===== src/pkg/i2cs_pkg.sv =====
// Shared constants and types of the two-wire bus slave port.
// Assumes a 32-bit AXI4-Lite register bus and word-aligned registers.
package i2cs_pkg;

	// ==========================================================
	// Register byte offsets
	localparam logic [7:0] I2CS_STATUS_OFS = 8'h00;
	localparam logic [7:0] I2CS_MASK_OFS = 8'h04;
	localparam logic [7:0] I2CS_OWN_OFS = 8'h08;
	localparam logic [7:0] I2CS_CTRL_OFS = 8'h0C;
	localparam logic [7:0] I2CS_RX_OFS = 8'h10;
	localparam logic [7:0] I2CS_TX_OFS = 8'h14;

	// ==========================================================
	// Status field positions
	localparam int I2CS_ST_ACK = 15;
	localparam int I2CS_ST_DA = 5;
	localparam int I2CS_ST_STOP = 4;
	localparam int I2CS_ST_START = 3;
	localparam int I2CS_ST_RW = 2;
	localparam int I2CS_ST_RXF = 1;
	localparam int I2CS_ST_TXF = 0;

	// Control field positions
	localparam int I2CS_CTRL_EN = 0;
	localparam int I2CS_CTRL_TEN = 1;

	// ==========================================================
	// Reset values and widths
	localparam int I2CS_ADDR_BITS = 10;
	localparam logic [9:0] I2CS_MASK_RST = 10'h000;
	localparam logic [9:0] I2CS_OWN_RST = 10'h000;
	localparam logic [1:0] I2CS_CTRL_RST = 2'h0;
	localparam logic [7:0] I2CS_TX_RST = 8'h00;
	localparam logic [3:0] I2CS_BITS_PER_BYTE = 4'h8;
	localparam logic [4:0] I2CS_TEN_HDR = 5'h1E;

	// AXI response codes
	localparam logic [1:0] I2CS_RESP_OKAY = 2'h0;
	localparam logic [1:0] I2CS_RESP_SLVERR = 2'h2;

	// ==========================================================
	// Types
	typedef enum logic [3:0] {
		I2CS_IDLE = 4'h0,
		I2CS_ADDR = 4'h1,
		I2CS_ADDR_ACK = 4'h2,
		I2CS_ADDR2 = 4'h3,
		I2CS_RX = 4'h4,
		I2CS_RX_ACK = 4'h5,
		I2CS_TX = 4'h6,
		I2CS_TX_ACK = 4'h7
	} i2cs_state_t;

	typedef struct packed {
		logic start;
		logic stop;
		logic sclRise;
		logic sclFall;
		logic sda;
	} i2cs_cond_t;

	typedef struct packed {
		logic ackResult;
		logic dataOrAddr;
		logic stopSeen;
		logic startSeen;
		logic readDir;
		logic receiveHoldingFull;
		logic transmitHoldingFull;
	} i2cs_status_t;

endpackage


===== src/i2cs_cond_detect.sv =====
// Finds bus conditions and clock edges on synchronised clock and data.
// Assumes both inputs already passed a synchroniser on clk.
`timescale 1ns/1ns
module i2cs_cond_detect
	import i2cs_pkg::*;
(
	input wire logic clk,
	input wire logic rst,
	input wire logic scl,
	input wire logic sda,
	output i2cs_cond_t cond
);

	logic sclPrev;
	logic sdaPrev;

	// ==========================================================
	// Previous levels for edge detection
	always_ff @(posedge clk or posedge rst) begin
		if (rst) begin
			sclPrev <= 1'b1;
			sdaPrev <= 1'b1;
		end else begin
			sclPrev <= scl;
			sdaPrev <= sda;
		end
	end

	// Data moving while clock stays high marks start or stop
	always_comb begin
		cond.start = sclPrev & scl & sdaPrev & ~sda;
		cond.stop = sclPrev & scl & ~sdaPrev & sda;
		cond.sclRise = ~sclPrev & scl;
		cond.sclFall = sclPrev & ~scl;
		cond.sda = sda;
	end

endmodule // i2cs_cond_detect


===== src/i2cs_sync.sv =====
// Two-flop synchroniser for levels arriving from outside the clock domain.
// Assumes the inputs are slow compared to clk.
`timescale 1ns/1ns
module i2cs_sync #(
	parameter int W = 2
) (
	input wire logic clk,
	input wire logic rst,
	input wire logic [W-1:0] asyncIn,
	output logic [W-1:0] syncOut
);

	logic [W-1:0] stage1;

	// ==========================================================
	// Synchroniser chain; idle bus is high, so reset to ones
	always_ff @(posedge clk or posedge rst) begin
		if (rst) begin
			stage1 <= '1;
			syncOut <= '1;
		end else begin
			stage1 <= asyncIn;
			syncOut <= stage1;
		end
	end

endmodule // i2cs_sync


===== src/i2cs_top.sv =====
// Two-wire bus slave port with status reporting and address masking.
// Assumes an AXI4-Lite master on the register side and an external
// open-drain bus with pull-ups; the clock line is only ever listened to.
//
// Design decisions made here: the AXI4-Lite slave port and the register offsets.
`timescale 1ns/1ns
module i2cs_top
	import i2cs_pkg::*;
#(
	parameter int ADDR_W = 8
) (
	input wire logic clk,
	input wire logic rst,
	input wire logic [ADDR_W-1:0] s_axi_awaddr,
	input wire logic s_axi_awvalid,
	output logic s_axi_awready,
	input wire logic [31:0] s_axi_wdata,
	input wire logic [3:0] s_axi_wstrb,
	input wire logic s_axi_wvalid,
	output logic s_axi_wready,
	output logic [1:0] s_axi_bresp,
	output logic s_axi_bvalid,
	input wire logic s_axi_bready,
	input wire logic [ADDR_W-1:0] s_axi_araddr,
	input wire logic s_axi_arvalid,
	output logic s_axi_arready,
	output logic [31:0] s_axi_rdata,
	output logic [1:0] s_axi_rresp,
	output logic s_axi_rvalid,
	input wire logic s_axi_rready,
	input wire logic sclIn,
	input wire logic sdaIn,
	output logic sdaOut,
	output logic sdaDriveN
);

	// ==========================================================
	// Helpers

	// Byte-lane merge for the low half-word of a register
	function automatic logic [15:0] mergeLanes(input logic [15:0] old,
		input logic [31:0] data, input logic [3:0] strb);
		logic [15:0] res;
		res = old;
		if (strb[0]) begin
			res[7:0] = data[7:0];
		end
		if (strb[1]) begin
			res[15:8] = data[15:8];
		end
		return res;
	endfunction

	// Masked compare: a set mask bit frees that position
	function automatic logic addrMatch(input logic [9:0] got, input logic [9:0] own,
		input logic [9:0] msk);
		return ((got ^ own) & ~msk) == 10'h000;
	endfunction

	// ==========================================================
	// Declarations
	i2cs_state_t state;
	i2cs_cond_t cond;
	i2cs_status_t status;
	logic sclSync;
	logic sdaSync;
	logic [3:0] bitCnt;
	logic [7:0] shiftReg;
	logic [7:0] receiveHoldingRegister;
	logic [7:0] transmitHoldingRegister;
	logic [9:0] addressIgnoreBits;
	logic [9:0] ownAddress;
	logic [1:0] control;
	logic pendRead;
	logic needSecond;
	logic tenMatched;
	logic ackSample;
	logic evAddr;
	logic evDirValid;
	logic evDir;
	logic evRx;
	logic evTxDone;
	logic evAck;
	logic evAckVal;
	logic awHeld;
	logic wHeld;
	logic [ADDR_W-1:0] awAddr;
	logic [31:0] wData;
	logic [3:0] wStrb;
	logic doWrite;
	logic txWrite;
	logic rdRxHit;
	logic [31:0] rdWord;
	logic rdErr;
	logic sevenHit;
	logic hdrHit;
	logic firstAccept;
	logic lowHit;
	logic portEnable;
	logic tenBit;

	assign portEnable = control[I2CS_CTRL_EN];
	assign tenBit = control[I2CS_CTRL_TEN];

	// ==========================================================
	// Pin conditioning
	i2cs_sync #(
		.W(2)
	) u_sync (
		.clk(clk),
		.rst(rst),
		.asyncIn({sclIn, sdaIn}),
		.syncOut({sclSync, sdaSync})
	);

	i2cs_cond_detect u_cond (
		.clk(clk),
		.rst(rst),
		.scl(sclSync),
		.sda(sdaSync),
		.cond(cond)
	);

	// ==========================================================
	// Address decisions on the byte just shifted in
	always_comb begin
		// Only the seven received bits take part in 7-bit mode
		sevenHit = ~tenBit & addrMatch({3'h0, shiftReg[7:1]}, {3'h0, ownAddress[6:0]},
			{3'h7, addressIgnoreBits[6:0]});
		hdrHit = tenBit & (shiftReg[7:3] == I2CS_TEN_HDR) & addrMatch({8'h00,
			shiftReg[2:1]}, {8'h00, ownAddress[9:8]}, {8'hFF, addressIgnoreBits[9:8]});
		// A read header is only honoured after a full 10-bit write match
		firstAccept = sevenHit | (hdrHit & (~shiftReg[0] | tenMatched));
		lowHit = addrMatch({2'h0, shiftReg}, {2'h0, ownAddress[7:0]},
			{2'h3, addressIgnoreBits[7:0]});
	end

	// ==========================================================
	// Bus-side state machine
	// Samples data on clock rise and changes data on clock fall
	always_ff @(posedge clk or posedge rst) begin
		if (rst) begin
			state <= I2CS_IDLE;
			bitCnt <= 4'h0;
			shiftReg <= 8'h00;
			sdaDriveN <= 1'b1;
			pendRead <= 1'b0;
			needSecond <= 1'b0;
			tenMatched <= 1'b0;
			ackSample <= 1'b1;
			receiveHoldingRegister <= 8'h00;
			evAddr <= 1'b0;
			evDirValid <= 1'b0;
			evDir <= 1'b0;
			evRx <= 1'b0;
			evTxDone <= 1'b0;
			evAck <= 1'b0;
			evAckVal <= 1'b0;
		end else begin
			evAddr <= 1'b0;
			evDirValid <= 1'b0;
			evRx <= 1'b0;
			evTxDone <= 1'b0;
			evAck <= 1'b0;
			if (!portEnable) begin
				state <= I2CS_IDLE;
				sdaDriveN <= 1'b1;
				tenMatched <= 1'b0;
			end else if (cond.start) begin
				state <= I2CS_ADDR;
				bitCnt <= 4'h0;
				sdaDriveN <= 1'b1;
			end else if (cond.stop) begin
				state <= I2CS_IDLE;
				sdaDriveN <= 1'b1;
				tenMatched <= 1'b0;
			end else begin
				unique case (state)
					I2CS_IDLE: begin
						sdaDriveN <= 1'b1;
					end
					I2CS_ADDR, I2CS_ADDR2, I2CS_RX: begin
						if (cond.sclRise && bitCnt != I2CS_BITS_PER_BYTE) begin
							shiftReg <= {shiftReg[6:0], cond.sda};
							bitCnt <= bitCnt + 4'h1;
						end else if (cond.sclFall && bitCnt == I2CS_BITS_PER_BYTE) begin
							bitCnt <= 4'h0;
							if (state == I2CS_ADDR) begin
								if (firstAccept) begin
									sdaDriveN <= 1'b0;
									state <= I2CS_ADDR_ACK;
									pendRead <= shiftReg[0];
									needSecond <= tenBit & ~shiftReg[0];
									evAddr <= ~(tenBit & ~shiftReg[0]);
									evDirValid <= 1'b1;
									evDir <= shiftReg[0];
								end else begin
									state <= I2CS_IDLE;
									tenMatched <= 1'b0;
								end
							end else if (state == I2CS_ADDR2) begin
								if (lowHit) begin
									sdaDriveN <= 1'b0;
									state <= I2CS_ADDR_ACK;
									needSecond <= 1'b0;
									tenMatched <= 1'b1;
									evAddr <= 1'b1;
								end else begin
									state <= I2CS_IDLE;
								end
							end else begin
								// Keep an unread byte; refuse the new one with a NACK
								receiveHoldingRegister <= status.receiveHoldingFull ?
									receiveHoldingRegister : shiftReg;
								evRx <= ~status.receiveHoldingFull;
								sdaDriveN <= status.receiveHoldingFull;
								state <= I2CS_RX_ACK;
							end
						end
					end
					I2CS_ADDR_ACK: begin
						if (cond.sclFall) begin
							bitCnt <= 4'h0;
							if (needSecond) begin
								sdaDriveN <= 1'b1;
								state <= I2CS_ADDR2;
							end else if (pendRead) begin
								shiftReg <= transmitHoldingRegister;
								sdaDriveN <= transmitHoldingRegister[7];
								state <= I2CS_TX;
							end else begin
								sdaDriveN <= 1'b1;
								state <= I2CS_RX;
							end
						end
					end
					I2CS_RX_ACK: begin
						if (cond.sclFall) begin
							sdaDriveN <= 1'b1;
							state <= I2CS_RX;
						end
					end
					I2CS_TX: begin
						if (cond.sclRise) begin
							bitCnt <= bitCnt + 4'h1;
						end else if (cond.sclFall) begin
							if (bitCnt == I2CS_BITS_PER_BYTE) begin
								sdaDriveN <= 1'b1;
								state <= I2CS_TX_ACK;
							end else begin
								shiftReg <= {shiftReg[6:0], 1'b1};
								sdaDriveN <= shiftReg[6];
							end
						end
					end
					I2CS_TX_ACK: begin
						if (cond.sclRise) begin
							ackSample <= cond.sda;
							evAck <= 1'b1;
							evAckVal <= cond.sda;
							evTxDone <= 1'b1;
						end else if (cond.sclFall) begin
							bitCnt <= 4'h0;
							if (!ackSample) begin
								shiftReg <= transmitHoldingRegister;
								sdaDriveN <= transmitHoldingRegister[7];
								state <= I2CS_TX;
							end else begin
								state <= I2CS_IDLE;
							end
						end
					end
					default: begin
						state <= I2CS_IDLE;
						sdaDriveN <= 1'b1;
					end
				endcase
			end
		end
	end

	// Open-drain: the data level is always low, only the enable moves
	always_ff @(posedge clk or posedge rst) begin
		if (rst) begin
			sdaOut <= 1'b0;
		end else begin
			sdaOut <= 1'b0;
		end
	end

	// ==========================================================
	// Status flags; hardware sets always win over clears
	always_ff @(posedge clk or posedge rst) begin
		if (rst) begin
			status <= '0;
		end else begin
			if (evAck) begin
				status.ackResult <= evAckVal;
			end
			if (evRx || txWrite) begin
				status.dataOrAddr <= 1'b1;
			end else if (evAddr) begin
				status.dataOrAddr <= 1'b0;
			end
			if (cond.start) begin
				status.startSeen <= 1'b1;
				status.stopSeen <= 1'b0;
			end else if (cond.stop) begin
				status.startSeen <= 1'b0;
				status.stopSeen <= 1'b1;
			end
			if (evDirValid) begin
				status.readDir <= evDir;
			end
			if (evRx) begin
				status.receiveHoldingFull <= 1'b1;
			end else if (rdRxHit) begin
				status.receiveHoldingFull <= 1'b0;
			end
			if (txWrite) begin
				status.transmitHoldingFull <= 1'b1;
			end else if (evTxDone) begin
				status.transmitHoldingFull <= 1'b0;
			end
		end
	end

	// ==========================================================
	// AXI4-Lite write channel; address and data may come in either order
	assign doWrite = awHeld & wHeld & ~s_axi_bvalid;
	assign txWrite = doWrite & (awAddr[7:0] == I2CS_TX_OFS) & wStrb[0];

	always_ff @(posedge clk or posedge rst) begin
		if (rst) begin
			awHeld <= 1'b0;
			wHeld <= 1'b0;
			awAddr <= '0;
			wData <= 32'h0000_0000;
			wStrb <= 4'h0;
			s_axi_awready <= 1'b1;
			s_axi_wready <= 1'b1;
			s_axi_bvalid <= 1'b0;
			s_axi_bresp <= I2CS_RESP_OKAY;
		end else begin
			if (s_axi_awvalid && s_axi_awready) begin
				awHeld <= 1'b1;
				awAddr <= s_axi_awaddr;
				s_axi_awready <= 1'b0;
			end
			if (s_axi_wvalid && s_axi_wready) begin
				wHeld <= 1'b1;
				wData <= s_axi_wdata;
				wStrb <= s_axi_wstrb;
				s_axi_wready <= 1'b0;
			end
			if (doWrite) begin
				awHeld <= 1'b0;
				wHeld <= 1'b0;
				s_axi_bvalid <= 1'b1;
				s_axi_bresp <= (awAddr[7:0] > I2CS_TX_OFS || awAddr[1:0] != 2'h0) ?
					I2CS_RESP_SLVERR : I2CS_RESP_OKAY;
			end
			// One write at a time: channels reopen only after the response
			if (s_axi_bvalid && s_axi_bready) begin
				s_axi_bvalid <= 1'b0;
				s_axi_awready <= 1'b1;
				s_axi_wready <= 1'b1;
			end
		end
	end

	// Writable registers; status and receive buffer ignore writes
	always_ff @(posedge clk or posedge rst) begin
		if (rst) begin
			addressIgnoreBits <= I2CS_MASK_RST;
			ownAddress <= I2CS_OWN_RST;
			control <= I2CS_CTRL_RST;
			transmitHoldingRegister <= I2CS_TX_RST;
		end else if (doWrite) begin
			unique case (awAddr[7:0])
				I2CS_MASK_OFS: begin
					addressIgnoreBits <= 10'(mergeLanes({6'h00, addressIgnoreBits}, wData,
						wStrb));
				end
				I2CS_OWN_OFS: begin
					ownAddress <= 10'(mergeLanes({6'h00, ownAddress}, wData, wStrb));
				end
				I2CS_CTRL_OFS: begin
					control <= 2'(mergeLanes({14'h0000, control}, wData, wStrb));
				end
				I2CS_TX_OFS: begin
					transmitHoldingRegister <= 8'(mergeLanes({8'h00, transmitHoldingRegister},
						wData, wStrb));
				end
				default: begin
				end
			endcase
		end
	end

	// ==========================================================
	// AXI4-Lite read channel
	assign rdRxHit = s_axi_arvalid & s_axi_arready & (s_axi_araddr[7:0] == I2CS_RX_OFS);

	// Read mux; bits above each register read zero
	always_comb begin
		rdWord = 32'h0000_0000;
		rdErr = 1'b0;
		unique case (s_axi_araddr[7:0])
			I2CS_STATUS_OFS: begin
				rdWord[I2CS_ST_ACK] = status.ackResult;
				rdWord[I2CS_ST_DA] = status.dataOrAddr;
				rdWord[I2CS_ST_STOP] = status.stopSeen;
				rdWord[I2CS_ST_START] = status.startSeen;
				rdWord[I2CS_ST_RW] = status.readDir;
				rdWord[I2CS_ST_RXF] = status.receiveHoldingFull;
				rdWord[I2CS_ST_TXF] = status.transmitHoldingFull;
			end
			I2CS_MASK_OFS: begin
				rdWord[9:0] = addressIgnoreBits;
			end
			I2CS_OWN_OFS: begin
				rdWord[9:0] = ownAddress;
			end
			I2CS_CTRL_OFS: begin
				rdWord[1:0] = control;
			end
			I2CS_RX_OFS: begin
				rdWord[7:0] = receiveHoldingRegister;
			end
			I2CS_TX_OFS: begin
				rdWord[7:0] = transmitHoldingRegister;
			end
			default: begin
				rdErr = 1'b1;
			end
		endcase
	end

	always_ff @(posedge clk or posedge rst) begin
		if (rst) begin
			s_axi_arready <= 1'b1;
			s_axi_rvalid <= 1'b0;
			s_axi_rdata <= 32'h0000_0000;
			s_axi_rresp <= I2CS_RESP_OKAY;
		end else begin
			if (s_axi_arvalid && s_axi_arready) begin
				s_axi_arready <= 1'b0;
				s_axi_rvalid <= 1'b1;
				s_axi_rdata <= rdWord;
				s_axi_rresp <= rdErr ? I2CS_RESP_SLVERR : I2CS_RESP_OKAY;
			end else if (s_axi_rvalid && s_axi_rready) begin
				s_axi_rvalid <= 1'b0;
				s_axi_arready <= 1'b1;
			end
		end
	end

endmodule // i2cs_top

===== config.mk =====
export PLATFORM = sky130hd
export DESIGN_NAME = i2cs_top
export DESIGN_NICKNAME = d
export VERILOG_FILES = /design/src/pkg/i2cs_pkg.sv /design/src/i2cs_cond_detect.sv /design/src/i2cs_sync.sv /design/src/i2cs_top.sv
export SDC_FILE = /design/constraint.sdc
export NUM_CORES = 1
export LEC_CHECK = 0
export ABC_AREA = 1
export ABC_CLOCK_PERIOD_IN_PS = 4700
export BUFFER_PORTS_ARGS = -buffer_cell sky130_fd_sc_hd__buf_2
export CORE_MARGIN = 2
export CORE_UTILIZATION = 50
export CTS_BUF_LIST = sky130_fd_sc_hd__clkbuf_4 sky130_fd_sc_hd__clkbuf_8 sky130_fd_sc_hd__clkbuf_16
export CTS_CLUSTER_SIZE = 10
export DETAILED_ROUTE_END_ITERATION = 7
export PLACE_DENSITY = 0.73
export SYNTH_ARGS = -nofsm -noshare
export SYNTH_HDL_FRONTEND = slang
export SYNTH_SLANG_ARGS = --single-unit

===== constraint.sdc =====
create_clock -name clk -period 4.7 [get_ports clk]
set_clock_uncertainty 0.15 [all_clocks]
set_input_delay 0.94 -clock clk [delete_from_list [all_inputs] [get_ports clk]]
set_output_delay 0.94 -clock clk [all_outputs]
set_load 0.02 [all_outputs]

Word-level counts from Yosys, hierarchy flattened

Cells that the tools add are included.

Bits in registers: 119
Input port bits: 61
Output and inout bits: 43
Word-level logic and storage cells: 321

Add/subtract/negate cells: 1
Magnitude comparators: 1
Equality and inequality tests: 54
Multiplexer cells: 132
Bitwise operators: 43
Reduce and logical (&&, ||, !) cells: 46

Operators by type and width:

| kind                                                | number |
|---|---|
| 2-to-1 mux 1 bit                                    | 84 |
| 2-to-1 mux 4 bit                                    | 21 |
| 2-to-1 mux 8 bit                                    | 10 |
| != test 5 bit, second input constant                | 10 |
| equality test 8 x 4 -> 1 bit, second input constant | 4 |
| one-hot mux 8 bit (4 select lines)                  | 1 |
| zero test 10 bit                                    | 3 |
| NOT 10 bit                                          | 3 |
| nonzero test 2 bit                                  | 13 |
| equality test 8 x 5 -> 1 bit, second input constant | 3 |
| != test 2 bit, second input constant                | 12 |
| one-hot mux 4 bit (6 select lines)                  | 1 |
| one-hot mux 4 bit (5 select lines)                  | 1 |
| AND 1 bit                                           | 18 |
| AND reduction 3 bit                                 | 6 |
| AND reduction 9 bit                                 | 2 |
| equality test 4 x 3 -> 1 bit, second input constant | 4 |
| equality test 8 x 3 -> 1 bit, second input constant | 2 |
| != test 4 bit, second input constant                | 4 |
| one-hot mux 4 bit (4 select lines)                  | 1 |
| 2-to-1 mux 2 bit                                    | 7 |
| NOT 1 bit                                           | 14 |
| AND reduction 14 bit                                | 1 |
| one-hot mux 2 bit (6 select lines)                  | 1 |
| other kinds (37)                                    | 51 |

Longest topological paths before layout

Word-level depth: 14
Gate-level depth with buffers: 12
Depth with buffers taken out: 12

By module

A second synthesis with hierarchy kept.

Cell total of the unflattened synthesis: 738
Area, all modules: 5913.2 µm²

Modules (own cells, without submodules):

| module           | instances | cells an instance | area each (µm²) | sequential area each (µm²) |
|---|---|---|---|---|
| i2cs_top         | 1         | 718               | 5699.2          | 2758.9 |
| i2cs_sync        | 1         | 5                 | 108.9           | 105.1 |
| i2cs_cond_detect | 1         | 15                | 105.1           | 52.6 |

Least setup slack after synthesis

Ideal clock, no wire load.

Kind: input to register
From: input port s_axi_araddr[1]
To: register s_axi_rdata[5]
Setup time: 77 ps
Arrival: 1985 ps
Data required time: 4473 ps
Path slack: 2488 ps
Cell stages on the path: 9
Path buffers: 0
Cell sequence: nor2_1 inv_1 nor2_2 nand2_1 nor2_2 nand2_1 o21ai_0 a21oi_1 a21oi_1

Word-level cells in the longest chain between the ends: 2
Elaborated cells between the ends (all ways): 6
Classes of those cells: 4 x eq/ne; 1 x mux; 1 x reduce/logical

Ends and longest elaborated chain:

| what                                                 | line            | source |
|---|---|---|
| start, declared                                      | i2cs_top.sv:24  | `input wire logic [ADDR_W-1:0] s_axi_araddr,` |
| equality test 8 x 5 -> 1 bit (tied with other cells) | i2cs_top.sv:409 | `unique case (s_axi_araddr[7:0])` |
| one-hot mux 4 bit (5 select lines) *                 | i2cs_top.sv:409 |  |
| end signal, assigned                                 | i2cs_top.sv:450 | `s_axi_rdata <= rdWord;` |
| end, declared                                        | i2cs_top.sv:27  | `output logic [31:0] s_axi_rdata,` |

Every way passes the cells marked *; elsewhere a longest branch is shown, timed or not.
A chain may end at the register's enable or synchronous reset.

Worst setup path after layout

Ends and elaborated chain as after synthesis.

==> impl_metrics.env <==
export IMPL_status="finished, final reports clean"
export IMPL_area_growth_pct=15.6
export IMPL_path_depth=8
export IMPL_io_pins=104
export IMPL_antenna_left=0
export IMPL_ff2ff_path_depth=7
export IMPL_crit_family="simple AND/OR/NAND/NOR gates"
export IMPL_r2r_start="u_sync.syncOut[0]$_DFF_PP1_"
export IMPL_synth_cell_types=36
export IMPL_dp_cells=941
export IMPL_die_h_um=112
export IMPL_cts_htree_levels=4
export IMPL_slowest_delay_ns=0.39
export IMPL_overflow=0
export IMPL_grt_max_degree=79
export IMPL_port_buffers=55
export IMPL_crit_path_end_kind="flop"
export IMPL_vias=5059
export IMPL_coreArea_sq_um=11400
export IMPL_cts_clk_slew_worst_paths_ns=0.05
export IMPL_clock_sinks=116
export IMPL_fp_dieW_um=112
export IMPL_clockBufferDepth=2
export IMPL_drt_pass1_iter_count=5
export IMPL_grt_pass1_wl_um=23600
export IMPL_hp_class="reg -> reg"
export IMPL_power_frac_clock=0.388
export IMPL_hpwlAfterDp_um=10600
export IMPL_final_nets=880
export IMPL_clockRootBuffer="clkbuf_16"
export IMPL_p_sw_w=0.00105
export IMPL_cp_slowest_cell="nor2_1"
export IMPL_worstSetupPathType="in -> reg"
export IMPL_clkLatencyLatePin_ns=0.41
export IMPL_post_cts_resized=0
export IMPL_cp_data_required_time_ns=4.88
export IMPL_cts_setup_buffers=0
export IMPL_synth_cell_area_sq_um=5830
export IMPL_seqPwrFrac=0.410
export IMPL_startpoint="s_axi_araddr[1]"
export IMPL_hold_buffers=0
export IMPL_drt_total_wl_um=14200
export IMPL_antenna_found_initial=0
export IMPL_intPower_w=0.00222
export IMPL_cp_num_buf_inv=2
export IMPL_ys_seq_area_frac=0.500
export IMPL_ir_drop_uv=311
export IMPL_die_area_sq_um=12500
export IMPL_avgSynthCellArea_sq_um=7.75
export IMPL_slew_viol_final=0
export IMPL_drv_cap=0
export IMPL_cts_tree="done"
export IMPL_num_rows=39
export IMPL_drcViolationCount=0
export IMPL_max_clock_freq_ghz=0.436
export IMPL_rr_endpoint="shiftReg[7]$_DFFE_PP0P_"
export IMPL_finalHoldViolations=0
export IMPL_grt_pass1_vias=4832
export IMPL_via_per_inst=5.20
export IMPL_rsz0062_at_grt="no"
export IMPL_worst_pin_slew_ns=0.960
export IMPL_gp_congestion=0.927
export IMPL_path_max_fanout=6
export IMPL_path_cells="buf_2, nor2_1, nand3_1, nor2_1, inv_1, o21ai_0, a21oi_1, a21oi_1"
export IMPL_yosys_warnings=0
export IMPL_setup_viol=0
export IMPL_ys_ff_latch=116
export IMPL_cp_start_kind="input port"
export IMPL_postSynthCellCount=753
export IMPL_min_period_ns=2.29
export IMPL_leakage_nw=3.34
export IMPL_setup_tns_ns=0
export IMPL_slew_headroom=0.360
export IMPL_final_cell_count_no_fill=973
export IMPL_crit_path_end="s_axi_rdata[5]$_DFFE_PP0P_"
export IMPL_r2r_slack_ns=2.49
export IMPL_initial_utilization=0.511
export IMPL_swShare=0.322
export IMPL_drive_gt1_frac=0.148
export IMPL_cts_buffers=17
export IMPL_post_route_period_util=0.488
export IMPL_track_usage=0.236
export IMPL_post_drt_wl_per_cell_um=14.6
export IMPL_comb_power_share=0.202
export IMPL_arrival_ns=2.47
export IMPL_diodes=0
export IMPL_p_per_area_nw_per_um2=486
export IMPL_initialDrtViolationCount=312
power by group through the flow:
stage	sequential [W]	combinational, W	clock [W]
2_1_floorplan	0.00139	0.000420	0
3_3_place_gp	0.00134	0.000640	0
3_5_place_dp	0.00136	0.000660	0
4_1_cts	0.00134	0.000666	0.00128
5_1_grt	0.00137	0.000755	0.00133
6_report	0.00134	0.000662	0.00127
per-layer routing:
layer | up-vias | part of all wire | track usage
met2 | 147 | 0.45 | 0.365
met1 | 2390 | 0.48 | 0.337
met5 | - | 0 | 0
met4 | 0 | 0.019 | 0.0821
li1 | 2496 | - | -
met3 | 26 | 0.049 | 0.0459
layout by cell type, fill, tap and decap left out, drive strengths merged, types with 3 or more instances in the layout:
cell type	instances
nand2	228
dfrtp	105
inv	105
o21ai	90
nor2	59
buf	57
nand3	48
conb	24
a21oi	23
clkbuf	20
nor3	12
dfstp	11
nand4	10
clkinv	6
o22ai	5
o31ai	4
clkinvlp	4
a31oi	3
worst register-to-register path, cell delays in order (launching register included):
cell and delay, ns:
dfstp_2 0.60, nor2_1 0.07, nand2_1 0.21, inv_1 0.17, nor2_1 0.35, and3_1 0.40, nand3_1 0.13, nand2_1 0.07
per-stage QoR:
stage	power, W	hold WS (ns)	util	cell area [sq um]	setup WS (ns)
after floorplan	0.00181	0.195	-	5920	0.556
after global placement	0.00198	0.197	0.539	6150	2.11
after detailed placement	0.00201	0.200	0.539	6150	2.07
after CTS	0.00329	0.210	0.591	6740	2.48
after global routing	0.00346	0.214	0.591	6740	2.24
final	0.00327	0.208	0.591	6740	2.41
how the worst min path moves through the flow:
stage | startpoint | to | slack, ns | depth (start not counted)
after floorplan | u_sync.stage1[0]$_DFF_PP1_ | u_sync.syncOut[0]$_DFF_PP1_ | 0.20 | 0
after global placement | u_sync.stage1[1]$_DFF_PP1_ | u_sync.syncOut[1]$_DFF_PP1_ | 0.20 | 0
after detailed placement | u_sync.stage1[1]$_DFF_PP1_ | u_sync.syncOut[1]$_DFF_PP1_ | 0.20 | 0
after CTS | u_sync.stage1[1]$_DFF_PP1_ | u_sync.syncOut[1]$_DFF_PP1_ | 0.21 | 0
after global routing | u_sync.stage1[0]$_DFF_PP1_ | u_sync.syncOut[0]$_DFF_PP1_ | 0.21 | 0
final | u_sync.stage1[1]$_DFF_PP1_ | u_sync.syncOut[1]$_DFF_PP1_ | 0.21 | 0
kinds of logic (layout without fill, tap and decap cells):
group / Yosys count / after routing / synth area share
fa+ha+maj: 2 / 2 / 0.00429
other cells: 1 / 24 / 0.000643
flops: 116 / 116 / 0.500
xor+xnor: 2 / 2 / 0.00300
simple gates: 362 / 362 / 0.265
buf+inv: 140 / 194 / 0.109
compound gates: 130 / 130 / 0.118
Yosys cell counts:
cell type / n / share of area
a211oi_1: 2 / 0.0026
a21oi_1: 23 / 0.020
a31oi_1: 3 / 0.0032
a41oi_1: 1 / 0.0015
and3_1: 1 / 0.0011
buf_2: 3 / 0.0026
buf_4: 24 / 0.031
buf_6: 2 / 0.0039
clkbuf_1: 6 / 0.0039
conb_1: 1 / 0.00064
dfrtp_1: 105 / 0.45
dfstp_2: 11 / 0.050
ha_1: 2 / 0.0043
inv_1: 99 / 0.064
inv_2: 6 / 0.0039
nand2_1: 225 / 0.14
nand2_2: 3 / 0.0032
nand3_1: 48 / 0.041
nand3b_1: 1 / 0.0013
nand4_1: 7 / 0.0075
nand4_2: 3 / 0.0064
nor2_1: 53 / 0.034
nor2_2: 4 / 0.0043
nor2_4: 1 / 0.0019
nor2_8: 1 / 0.0034
nor3_1: 9 / 0.0077
nor3_2: 3 / 0.0051
nor4_1: 2 / 0.0021
o211ai_1: 2 / 0.0026
o21ai_0: 74 / 0.063
o21ai_1: 15 / 0.013
o21ai_2: 1 / 0.0015
o22ai_1: 5 / 0.0054
o31ai_1: 4 / 0.0051
or2_1: 1 / 0.0011
xor2_1: 2 / 0.0030
layout make-up:
| type | instances | area [sq um] |
|---|---|---|
| well taps | 143 | 179 |
| fillers | 1060 | 4680 |
| clock buffers | 20 | 460 |
| flip-flops and latches | 116 | 2920 |
| clock inverters | 12 | 131 |
| repair buffers | 57 | 290 |
| multi-input cells | 520 | 2370 |
| inverters | 105 | 397 |
registers in the layout, summed over array words and instances (netlist names), 2 cells and up:
register / flops
transmitHoldingRegister: 8
bitCnt: 4
addressIgnoreBits: 10
awAddr: 8
shiftReg: 8
s_axi_rdata: 11
wData: 10
state: 3
wStrb: 2
u_sync.stage1: 2
receiveHoldingRegister: 8
ownAddress: 10
control: 2
status: 7
u_sync.syncOut: 2
Power figures use the tool's default switching activity.
